### src/core/tsp_pkg.sv
// package: register map, field positions, reset values and timing for the shared-prescaler timer
package tsp_pkg;
    // register byte addresses on the apb bus
    localparam logic [11:0] TSP_ADDR_CONFIG = 12'h000;
    localparam logic [11:0] TSP_ADDR_COUNT = 12'h004;
    localparam logic [11:0] TSP_ADDR_IRQ_CTRL = 12'h008;
    localparam logic [11:0] TSP_ADDR_STATUS = 12'h00C;
    localparam logic [11:0] TSP_ADDR_CLEAR = 12'h010;
    localparam logic [11:0] TSP_ADDR_ENABLE = 12'h014;
    localparam logic [11:0] TSP_ADDR_CONTROL = 12'h018;
    // timer_config fields
    localparam int TSP_CFG_SRC = 5;
    localparam int TSP_CFG_EDGE = 4;
    localparam int TSP_CFG_ASSIGN = 3;
    localparam int TSP_CFG_RATE_LO = 0;
    localparam logic [7:0] TSP_CFG_RESET = 8'hFF;
    // interrupt_control fields
    localparam int TSP_IC_FLAG = 2;
    localparam int TSP_IC_ENABLE = 5;
    // status / clear / enable layout
    localparam int TSP_ST_OVF = 0;
    localparam int TSP_ST_WDT_PULSE = 1;
    // control register fields
    localparam int TSP_CTL_SLEEP = 0;
    localparam int TSP_CTL_WDT_CLEAR = 1;
    // instruction cycle: four sys clocks per cycle (phase one to four)
    localparam int TSP_PHASES = 4;
    localparam logic [1:0] TSP_PHASE_TWO = 2'h1;
    localparam logic [1:0] TSP_PHASE_FOUR = 2'h3;
    // increments suppressed after a count write, in instruction cycles
    localparam logic [1:0] TSP_WRITE_HOLD = 2'h2;
    // apb reads of unmapped space
    localparam logic [31:0] TSP_UNMAPPED = 32'h0000_0000;
endpackage : tsp_pkg

### src/core/tsp_edge_sync.sv
// external count pin synchroniser with edge select
`timescale 1ns/1ps
module tsp_edge_sync
    import tsp_pkg::*;
(
    // clock and reset
    input wire logic sys_clk_in,
    input wire logic reset_in,
    // pin and selection
    input wire logic pin_in,
    input wire logic falling_in,
    // one-cycle event
    output logic edge_out
);
    logic [2:0] sync;
    logic stable;
    logic stable_prev;
    logic next_stable;

    // three flops; a change counts once stages two and three agree
    always_ff @(posedge sys_clk_in) begin
        if (reset_in) begin
            sync <= 3'h0;
        end else begin
            sync <= {sync[1:0], pin_in};
        end
    end

    always_comb begin
        next_stable = stable;
        if (sync[1] == sync[2]) begin
            next_stable = sync[2];
        end
    end

    // edge is qualified by the selected polarity
    always_ff @(posedge sys_clk_in) begin
        if (reset_in) begin
            stable <= 1'b0;
            stable_prev <= 1'b0;
            edge_out <= 1'b0;
        end else begin
            stable <= next_stable;
            stable_prev <= stable;
            edge_out <= falling_in ? (stable_prev & ~stable) : (~stable_prev & stable);
        end
    end
endmodule : tsp_edge_sync

### src/core/tsp_prescaler.sv
// shared 8-bit prescaler, assignable to timer or watchdog
`timescale 1ns/1ps
module tsp_prescaler
    import tsp_pkg::*;
(
    // clock and reset
    input wire logic sys_clk_in,
    input wire logic reset_in,
    // control
    input wire logic tick_in,
    input wire logic clear_in,
    input wire logic [2:0] rate_in,
    input wire logic to_watchdog_in,
    // divided event
    output logic pulse_out
);
    logic [7:0] count;
    logic [7:0] next_count;
    logic [7:0] limit;

    // terminal count: timer 2^(rate+1), watchdog 2^rate
    function automatic logic [7:0] ratio_limit(input logic [2:0] rate, input logic wdt);
        logic [8:0] ratio;
        ratio = wdt ? (9'h001 << rate) : (9'h002 << rate);
        ratio_limit = ratio[7:0] - 8'h01;
        if (ratio[8]) begin
            ratio_limit = 8'hFF;
        end
    endfunction : ratio_limit

    assign limit = ratio_limit(rate_in, to_watchdog_in);
    assign next_count = (count >= limit) ? 8'h00 : count + 8'h01;

    // count never visible to software; only cleared
    always_ff @(posedge sys_clk_in) begin
        if (reset_in || clear_in) begin
            count <= 8'h00;
            pulse_out <= 1'b0;
        end else begin
            pulse_out <= tick_in && (count >= limit);
            if (tick_in) begin
                count <= next_count;
            end
        end
    end
endmodule : tsp_prescaler

### src/core/tsp_timer.sv
// 8-bit timer/counter with shared prescaler, apb slave and overflow interrupt
//
// Summary of operation
// - one prescaler, timer or watchdog, assign bit
// - timer rates 1:2 up to 1:256
// - watchdog assigned: timer 1:1, wdt 1:1-1:128
// - prescaler hidden; count writes clear it when on timer
// - watchdog clear also clears assigned prescaler
// - overflow flag sets on every FFh to 00h
// - flag sticky until software; enable gates request
// - count frozen during sleep, no wake
// - external events sampled on phases two, four
// - source bit: instruction clock or pin
// - edge bit: set falling, clear rising
// - config fully read/write, resets to all ones
// - undivided timer advances once per instruction
// - two instruction cycles no increment after write
`timescale 1ns/1ps
module tsp_timer
    import tsp_pkg::*;
(
    // clock and reset
    input wire logic sys_clk_in,
    input wire logic reset_in,
    // apb slave
    input wire logic psel_in,
    input wire logic penable_in,
    input wire logic pwrite_in,
    input wire logic [11:0] paddr_in,
    input wire logic [31:0] pwdata_in,
    output logic [31:0] prdata_out,
    output logic pready_out,
    output logic pslverr_out,
    // external count pin
    input wire logic ext_count_input_in,
    // watchdog side
    output logic watchdog_tick_out,
    output logic watchdog_clear_out,
    // interrupt
    output logic irq_out
);
    logic [7:0] timer_config;
    logic [7:0] count_register;
    logic overflow_flag;
    logic overflow_irq_enable;
    logic [1:0] irq_status;
    logic [1:0] irq_enable;
    logic sleep_mode;
    logic [1:0] phase;
    logic [1:0] hold;
    logic ext_edge;
    logic ext_pending;
    logic src_event;
    logic pre_pulse;
    logic pre_clear;
    logic count_write;
    logic wdt_clear;
    logic inc;
    logic wrap;
    logic instr_tick;
    logic access;
    logic wr;
    logic prescaler_assign;
    logic [2:0] prescale_rate_sel;
    logic count_source_sel;
    logic count_edge_sel;
    logic instr_late;
    logic cfg_write;
    logic irq_ctrl_write;
    logic clear_write;
    logic enable_write;
    logic control_write;

    // register map, one aligned word each, 8-bit fields in bits 7:0
    //   0x00 timer_config       all bits read/write
    //   0x04 timer_count        write also restarts hold, and prescaler when on timer
    //   0x08 interrupt_control  bit 5 enable, bit 2 overflow flag
    //   0x0c status             read-only sticky events
    //   0x10 clear              write-one-to-clear, reads zero
    //   0x14 enable             status interrupt enables
    //   0x18 control            bit 0 sleep level, bit 1 watchdog clear
    //   status, clear and enable: bit 0 overflow, bit 1 watchdog event
    // interrupt: flag with its enable, or status with enable register
    // anything else answers with an error and ignores writes

    // completed write to one register; the access edge is the commit point
    function automatic logic write_hit(input logic w, input logic [11:0] a,
        input logic [11:0] target);
        write_hit = w && (a == target);
    endfunction : write_hit

    assign prescaler_assign = timer_config[TSP_CFG_ASSIGN];
    assign prescale_rate_sel = timer_config[TSP_CFG_RATE_LO +: 3];
    assign count_source_sel = timer_config[TSP_CFG_SRC];
    assign count_edge_sel = timer_config[TSP_CFG_EDGE];
    assign access = psel_in && penable_in;
    assign wr = access && pwrite_in;
    // per-register write strobes
    assign count_write = write_hit(wr, paddr_in, TSP_ADDR_COUNT);
    assign cfg_write = write_hit(wr, paddr_in, TSP_ADDR_CONFIG);
    assign irq_ctrl_write = write_hit(wr, paddr_in, TSP_ADDR_IRQ_CTRL);
    assign clear_write = write_hit(wr, paddr_in, TSP_ADDR_CLEAR);
    assign enable_write = write_hit(wr, paddr_in, TSP_ADDR_ENABLE);
    assign control_write = write_hit(wr, paddr_in, TSP_ADDR_CONTROL);
    assign wdt_clear = control_write && pwdata_in[TSP_CTL_WDT_CLEAR];
    assign instr_tick = (phase == TSP_PHASE_FOUR);

    // instruction cycle phase counter, frozen during sleep
    // phase 3 is the instruction tick; pin samples at phases 1 and 3
    always_ff @(posedge sys_clk_in) begin
        if (reset_in) begin
            phase <= 2'h0;
        end else if (!sleep_mode) begin
            phase <= phase + 2'h1;
        end
    end

    // edge select is live; changing it may count one stray edge
    tsp_edge_sync u_edge (
        .sys_clk_in(sys_clk_in),
        .reset_in(reset_in),
        .pin_in(ext_count_input_in),
        .falling_in(count_edge_sel),
        .edge_out(ext_edge)
    );

    // pin edges held until the next phase two or four sample
    always_ff @(posedge sys_clk_in) begin
        if (reset_in) begin
            ext_pending <= 1'b0;
        end else if (phase == TSP_PHASE_TWO || phase == TSP_PHASE_FOUR) begin
            ext_pending <= ext_edge;
        end else if (ext_edge) begin
            ext_pending <= 1'b1;
        end
    end

    // source event: instruction clock or sampled pin edge
    always_comb begin
        src_event = 1'b0;
        if (!sleep_mode) begin
            if (count_source_sel) begin
                src_event = ext_pending && (phase == TSP_PHASE_TWO || phase == TSP_PHASE_FOUR);
            end else begin
                src_event = instr_tick;
            end
        end
    end

    // prescaler clears: count write when on timer, wdt clear when on watchdog
    assign pre_clear = (count_write && !prescaler_assign) ||
        (wdt_clear && prescaler_assign);

    tsp_prescaler u_pre (
        .sys_clk_in(sys_clk_in),
        .reset_in(reset_in),
        .tick_in(prescaler_assign ? instr_tick && !sleep_mode : src_event),
        .clear_in(pre_clear),
        .rate_in(prescale_rate_sel),
        .to_watchdog_in(prescaler_assign),
        .pulse_out(pre_pulse)
    );

    // timer increments on prescaler pulse, or undivided source when on watchdog
    assign inc = (prescaler_assign ? src_event : pre_pulse) && (hold == 2'h0) && !sleep_mode;
    assign wrap = inc && (count_register == 8'hFF);

    // post-write hold, counted in instruction cycles
    // counts ticks, not clocks, so it stays aligned to the phases
    always_ff @(posedge sys_clk_in) begin
        if (reset_in) begin
            hold <= 2'h0;
        end else if (count_write) begin
            hold <= TSP_WRITE_HOLD;
        end else if (instr_tick && hold != 2'h0) begin
            hold <= hold - 2'h1;
        end
    end

    // count register; software write wins over an increment
    // increments due while asleep are lost, not deferred
    always_ff @(posedge sys_clk_in) begin
        if (reset_in) begin
            count_register <= 8'h00;
        end else if (count_write) begin
            count_register <= pwdata_in[7:0];
        end else if (inc) begin
            count_register <= count_register + 8'h01;
        end
    end

    // configuration, all bits read/write, reset to ones
    always_ff @(posedge sys_clk_in) begin
        if (reset_in) begin
            timer_config <= TSP_CFG_RESET;
        end else if (cfg_write) begin
            timer_config <= pwdata_in[7:0];
        end
    end

    // instruction tick delayed one clock, so the undivided watchdog event
    // leaves on the same clock as a prescaler pulse; switching the
    // assignment then never squeezes two events closer together
    always_ff @(posedge sys_clk_in) begin
        if (reset_in) begin
            instr_late <= 1'b0;
        end else begin
            instr_late <= instr_tick && !sleep_mode;
        end
    end

    // control: sleep level; wdt clear is write-only strobe
    always_ff @(posedge sys_clk_in) begin
        if (reset_in) begin
            sleep_mode <= 1'b0;
            watchdog_clear_out <= 1'b0;
            watchdog_tick_out <= 1'b0;
        end else begin
            if (control_write) begin
                sleep_mode <= pwdata_in[TSP_CTL_SLEEP];
            end
            watchdog_clear_out <= wdt_clear;
            watchdog_tick_out <= prescaler_assign ? pre_pulse : instr_late;
        end
    end

    // overflow flag in interrupt_control; set beats software clear
    // a write of zero in the wrap cycle loses to the set
    always_ff @(posedge sys_clk_in) begin
        if (reset_in) begin
            overflow_flag <= 1'b0;
            overflow_irq_enable <= 1'b0;
        end else begin
            if (irq_ctrl_write) begin
                overflow_irq_enable <= pwdata_in[TSP_IC_ENABLE];
                overflow_flag <= pwdata_in[TSP_IC_FLAG];
            end
            if (wrap) begin
                overflow_flag <= 1'b1;
            end
        end
    end

    // sticky status bits, write-one clear, set has priority
    always_ff @(posedge sys_clk_in) begin
        if (reset_in) begin
            irq_status <= 2'h0;
            irq_enable <= 2'h0;
        end else begin
            if (enable_write) begin
                irq_enable <= pwdata_in[1:0];
            end
            irq_status <= (irq_status & ~(clear_write ? pwdata_in[1:0] : 2'h0))
                | {watchdog_tick_out, wrap};
        end
    end

    // interrupt: legacy enable gates the flag, status path gated by enable register
    // registered, so it trails the flag by one clock
    always_ff @(posedge sys_clk_in) begin
        if (reset_in) begin
            irq_out <= 1'b0;
        end else begin
            irq_out <= (overflow_flag && overflow_irq_enable) || |(irq_status & irq_enable);
        end
    end

    // apb: zero wait states, unmapped reads zero with error
    // read data is muxed at the setup edge so it stands through access
    always_ff @(posedge sys_clk_in) begin
        if (reset_in) begin
            prdata_out <= TSP_UNMAPPED;
            pready_out <= 1'b0;
            pslverr_out <= 1'b0;
        end else begin
            pready_out <= psel_in && !penable_in;
            pslverr_out <= 1'b0;
            prdata_out <= TSP_UNMAPPED;
            if (psel_in && !penable_in) begin
                if (paddr_in == TSP_ADDR_CONFIG) begin
                    prdata_out <= {24'h00_0000, timer_config};
                end else if (paddr_in == TSP_ADDR_COUNT) begin
                    prdata_out <= {24'h00_0000, count_register};
                end else if (paddr_in == TSP_ADDR_IRQ_CTRL) begin
                    prdata_out <= {26'h000_0000, overflow_irq_enable, 2'h0, overflow_flag, 2'h0};
                end else if (paddr_in == TSP_ADDR_STATUS) begin
                    prdata_out <= {30'h0000_0000, irq_status};
                end else if (paddr_in == TSP_ADDR_ENABLE) begin
                    prdata_out <= {30'h0000_0000, irq_enable};
                end else if (paddr_in == TSP_ADDR_CONTROL) begin
                    prdata_out <= {31'h0000_0000, sleep_mode};
                end else if (paddr_in != TSP_ADDR_CLEAR) begin
                    pslverr_out <= 1'b1;
                end
            end
        end
    end
endmodule : tsp_timer

### config.mk
export PLATFORM = sky130hd
export DESIGN_NAME = tsp_timer
export DESIGN_NICKNAME = d
export VERILOG_FILES = /design/src/core/tsp_pkg.sv /design/src/core/tsp_edge_sync.sv /design/src/core/tsp_prescaler.sv /design/src/core/tsp_timer.sv
export SDC_FILE = /design/constraint.sdc
export NUM_CORES = 1
export LEC_CHECK = 0
export BUFFER_PORTS_ARGS = -buffer_cell sky130_fd_sc_hd__buf_2
export CAP_MARGIN = 20
export CORE_MARGIN = 3
export CORE_UTILIZATION = 40
export DETAILED_ROUTE_END_ITERATION = 7
export REMOVE_ABC_BUFFERS = 1
export SLEW_MARGIN = 20
export SYNTH_ARGS = -nofsm -noshare
export SYNTH_HDL_FRONTEND = slang
export SYNTH_HIERARCHICAL = 1
export SYNTH_SLANG_ARGS = --single-unit
export TNS_END_PERCENT = 100
### constraint.sdc
create_clock -name sys_clk_in -period 3.45 [get_ports sys_clk_in]
set_input_delay 0.5175 -clock sys_clk_in [delete_from_list [all_inputs] [get_ports sys_clk_in]]
set_output_delay 0.5175 -clock sys_clk_in [all_outputs]
set_load 0.05 [all_outputs]
After elaboration in Yosys (flattened, before gate mapping)

Index checks and enable logic that the tools add are counted.

Bits in registers: 81
Bits of input ports: 50
Output and inout bits: 37
Logic and storage cells: 117

$add $sub $neg: 5
$lt $le $gt $ge: 1
Equality and inequality tests: 11
Shift operators: 2
Mux-type cells: 25
Bitwise logic cells: 9
Reductions and logical operators: 39

Operators by type and width:

| operator              | count |
|---|---|
| $mux W8               | 6 |
| $eq A12 B5 Y1 const B | 3 |
| $eq A12 B4 Y1 const B | 2 |
| $logic_and A1 B1 Y1   | 20 |
| $add A8 B1 Y8 const B | 2 |
| $eq A12 B3 Y1 const B | 1 |
| $logic_not A12 Y1     | 1 |
| $mux W1               | 12 |
| $ne A12 B5 Y1 const B | 1 |
| $mux W2               | 5 |
| $reduce_bool A2 Y1    | 5 |
| $mux W9               | 1 |
| $shl A1 B3 Y9 const A | 1 |
| $shl A2 B3 Y9 const A | 1 |
| $eq A8 B8 Y1 const B  | 1 |
| $ge A8 B8 Y1          | 1 |
| $reduce_or A8 Y1      | 1 |
| $sub A8 B1 Y8 const B | 1 |
| $reduce_or A7 Y1      | 1 |
| $mux W6               | 1 |
| $reduce_or A2 Y1      | 3 |
| $and A2 B2 Y2         | 2 |
| $logic_or A1 B1 Y1    | 4 |
| $logic_not A1 Y1      | 3 |
| other kinds (10)      | 13 |

Logic depth before layout (Yosys ltp)

Depth in word-level cells: 10
Depth in mapped cells: 14
Gate-level depth less buffers: 13

Hierarchy

Netlist, hierarchy kept.

By module, submodules not included:

| module        | instances | cells each | area an instance (µm²) | seq. area each (µm²) |
|---|---|---|---|---|
| tsp_timer     | 1         | 265        | 2274.7                 | 840.8 |
| tsp_prescaler | 1         | 113        | 905.9                  | 180.2 |
| tsp_edge_sync | 1         | 16         | 180.2                  | 120.1 |

Worst setup path before layout

No wires, ideal clock.

Path kind: register -> register
Start point: register timer_config[3]
End point: register u_pre.count[5]
Library setup time: 112 ps
Arrival: 2760 ps
Required time: 3338 ps
Path slack: 578 ps
Stages on the path, launching flop included: 13
Path buffers: 1
Period minus slack after synthesis: 2872 ps
Path through: dfxtp_1 -> ha_1 -> clkbuf_1 -> nand2_1 -> ha_1 -> or3_1 -> o21ai_0 -> a222oi_1 -> ha_1 -> o21a_1 -> nor2_1 -> o21ai_4 -> a2111oi_1

Cells in the longest elaborated chain, start to end: 5
Elaborated cells on any way between the ends: 11
Those cells by class: add/sub (1); order compare (1); mux (4); reduce/logical (5)

Ends and longest elaborated chain:

| what                     | line                | source |
|---|---|---|
| start: declaration       | tsp_timer.sv:42     | `logic [7:0] timer_config;` |
| start signal: assignment | tsp_timer.sv:197    | `timer_config <= pwdata_in[7:0];` |
| $mux W9                  | tsp_prescaler.sv:24 | `ratio = wdt ? (9'h001 << rate) : (9'h002 << rate);` |
| $sub A8 B1 Y8            | tsp_prescaler.sv:25 | `ratio_limit = ratio[7:0] - 8'h01;` |
| $mux W8                  | tsp_prescaler.sv:26 | `if (ratio[8]) begin` |
| $ge A8 B8 Y1             | tsp_prescaler.sv:32 | `assign next_count = (count >= limit) ? 8'h00 : count + 8'h01;` |
| $mux W8                  | tsp_prescaler.sv:32 |  |
| end signal: assignment   | tsp_prescaler.sv:42 | `count <= next_count;` |
| end: declaration         | tsp_prescaler.sv:17 | `logic [7:0] count;` |

Parallel ways exist; a longest one is shown, timed or not.
A chain may end at the register's enable or synchronous reset.

Worst setup path in the final report

Start point: register timer_config[0]
End point: register u_pre.count[5]

Cells in the longest elaborated chain, start to end: 6
Elaborated cells on any way between the ends: 7
Those cells by class: add/sub (1); order compare (1); shift (2); mux (3)

Ends and longest elaborated chain:

| what                                                  | line |
|---|---|
| $shl A2 B3 Y9 / $shl A1 B3 Y9 (equally long branches) | tsp_prescaler.sv:24 |
| $mux W9 (*)                                           | tsp_prescaler.sv:24 |
| $sub A8 B1 Y8                                         | tsp_prescaler.sv:25 |
| $mux W8 (*)                                           | tsp_prescaler.sv:26 |
| $ge A8 B8 Y1 (*)                                      | tsp_prescaler.sv:32 |
| $mux W8 (*)                                           | tsp_prescaler.sv:32 |

Every way passes the cells marked *; elsewhere a longest branch is shown, timed or not.

==> run metrics <==
Vias per Instance=5.424; Synth area leaders=dfxtp_1 (34%), ha_1 (6.0%), buf_4 (5.6%), mux2i_1 (4.2%), nor2_1 (3.8%); Yosys warnings=6; final wirelength=7655 um; Final Hold Violating Endpoints=0; final setup fails=0; core area=7928 um^2; Reg2Reg Setup Slack=0.33 ns; synthesized instance count=394; largest net degree at the start of global routing=29; cell area after placement=3565 um^2; Placed Cells=524; Clock power frac=46.2%; Port Buffers=38; Die Wd=97.66 um; Clock Tree Root=clkbuf_8; post-synthesis mux area share=4.170%; Setup TNS=0 ns; fin crit period=3.118 ns; post-synthesis compound-gate area fraction=18.54%; upper clock frequency limit=0.3207 GHz; post-synthesis cell area=3361 um^2; status=completed; Worst-path clk slew=0.07 ns; Comb pwr share=9.0%; Period Utilization, post-route=90.38%; most common cell in the netlist=dfxtp_1; CTS max path bufs=2; ys async rst share=0%; initial drt markers=111; clock skew=0.01285 ns; Switching Fraction=25.68%; RSZ-0062 raised after global routing=no; Chip Height=97.66 um; clk sinks=57; DRC Markers=0; Final Slew Violations=0; worst slew pin tran=0.6946 ns; Initial Util=42.39%; layout cell share with drive strength beyond 1=18.72%; routed vias=2929; Detail Route Antenna Nets=0; worst skew pair latency=0.34 ns; H-tree depth=3; largest family of logic cells by synthesized area=simple AND/OR/NAND/NOR gates; R2R depth=13; post-DR wirelength/cell=14.18 um; xor-xnor portion of the synthesized cell area=2.345%; antenna cell count=0; io pins=87; Pre-antenna DRT Iters=4; Internal Power=0.001105 W; Num CTS Buffers=9; number of global-route vias before repair=2600; first-pass GRT wire length=12720 um; Req. time, crit path=3.67 ns; final estimated routing congestion in global placement=0.8900; Worst Hold Class=in -> reg; Post-CTS Repair Setup Buffers=0; critical path capture point type=flip-flop; DIE AREA=9537 um^2; GRT Total Usage=16.27%; CP max FO=8; Commonest cells post-synth=dfxtp_1 (57), nor2_1 (34), nand2_1 (31), buf_4 (25), inv_1 (24); final instance area=3799 um^2; synthesized flop and latch total=57; Simple-Gate Fraction of Synth Area=24.05%; Worst setup SP type=flip-flop; Most used DFF post-synth=dfxtp_1; P_sw=0.0003819 W; CTS tree=yes; final net count=499; post-synth cell types=64; post-layout util=47.92%; Worst Setup Path Type=reg -> reg; Synth top area share=33.95%; CP Data Arrival Time=3.34 ns; Reg power frac=44.9%; Leakage=1.508 nW; Slew HR=53.31%; non-filler cells, final=540; Yosys top cell by area=dfxtp_1; Avg Cell Area, Syn=8.530 um^2; num rows=32; post-synthesis sequential area ratio=33.95%; cts hold-fix bufs=0; number of synthesized flops with an enable pin=0; initial antenna violation count=0; IR drop worst, VDD=0.0002203 V; MaxCap Viol Count=0; global route overflow=0; Tot Pwr=0.001487 W; Area Growth Syn to Fin=13.03%; WHS Path Cells=2; Fill cells=790; Post-Synth Adder-Cell Area=5.957%; Final HPWL DP=5659 um; P per Cell Area=391.4 nW/um^2
==> routing by layer <==
metal  wire length [um]  GRT usage [%]  vias to the layer above
li1                   -              -                     1446
met1               3413          21.30                     1353
met2               3538          25.09                      122
met3                586          5.312                        8
met4                117          5.644                        0
met5                  0              0                        -
==> cell usage in the layout (no fill, tap or decap), types with 9 or more instances in the layout <==
master    instances
buf_4            10
o21ai_1           9
dfxtp_1          57
nor2_1           34
inv_1            24
clkbuf_8         13
buf_2            38
ha_1             16
conb_1           24
a21oi_1          17
nand3_1          10
mux2i_1          14
o21ai_0          10
nand2_1          31
nor3_1           15
==> layout make-up <==
type	count	area [um^2]	share of cell area, %
Timing Repair Buffer	48	265.3	6.983
Inverter	24	90.09	2.372
Multi-Input combinational cell	293	1949	51.32
Clock inverter	3	46.29	1.219
Tap cell	102	127.6	3.360
Clock buffer	13	178.9	4.710
Sequential cell	57	1141	30.04
==> state kept, by name, indices dropped and copies added (netlist names), 2 cells and up <==
signal	flops
hold	2
prdata_out	8
u_edge/sync	3
irq_enable	2
timer_config	8
count_register	8
irq_status	2
phase	2
u_pre/count	8
==> power groups by stage <==
stage / registers, W / clock network, W / logic [W]
6_report: 0.000667 / 0.000686 / 0.000133
5_1_grt: 0.000668 / 0.000738 / 0.000144
4_1_cts: 0.000667 / 0.000708 / 0.000133
3_5_place_dp: 0.000682 / 0 / 0.000132
3_3_place_gp: 0.000682 / 0 / 0.000131
2_1_floorplan: 0.000685 / 0 / 0.0000902
==> cell families after synthesis <==
group	Yosys count
fa+ha+maj	16
xor+xnor	9
mux	14
buf+inv	67
flops	57
simple gates	144
compound gates	86
other cells	1
==> worst max-delay path, stage by stage, from the launching register on <==
cell       delay, ns
dfxtp_1         0.40
inv_1           0.06
ha_1            0.38
nand2_1         0.09
ha_1            0.30
inv_1           0.09
a21oi_1         0.14
o21ai_0         0.09
a22oi_1         0.22
ha_1            0.28
o21a_1          0.21
a21oi_4         0.21
o21ai_4         0.13
a2111oi_1       0.40
==> what timing repair did <==
item | in CTS | in global routing
gates resized for setup | 0 | 2
endpoints found under the hold margin | 0 | 0
endpoints found under the setup margin | 0 | 1
==> path summary, 6_finish.rpt <==
kind | startpoint | end
hold / removal | ext_count_input_in | u_edge/sync[0]
setup / recovery | timer_config[0] | u_pre/count[5]
hold reg to reg | u_edge/edge_out | ext_pending
setup reg to reg | timer_config[0] | u_pre/count[5]
==> through the flow <==
step	worst slack, ns	hold WS [ns]
after global routing	0.08290	0.4046
after floorplan	0.6790	0.4130
after detailed placement	0.2769	0.4285
after global placement	0.3529	0.4173
final	0.3318	0.3956
after CTS	0.2310	0.3792
Power figures use the tool's default switching activity.
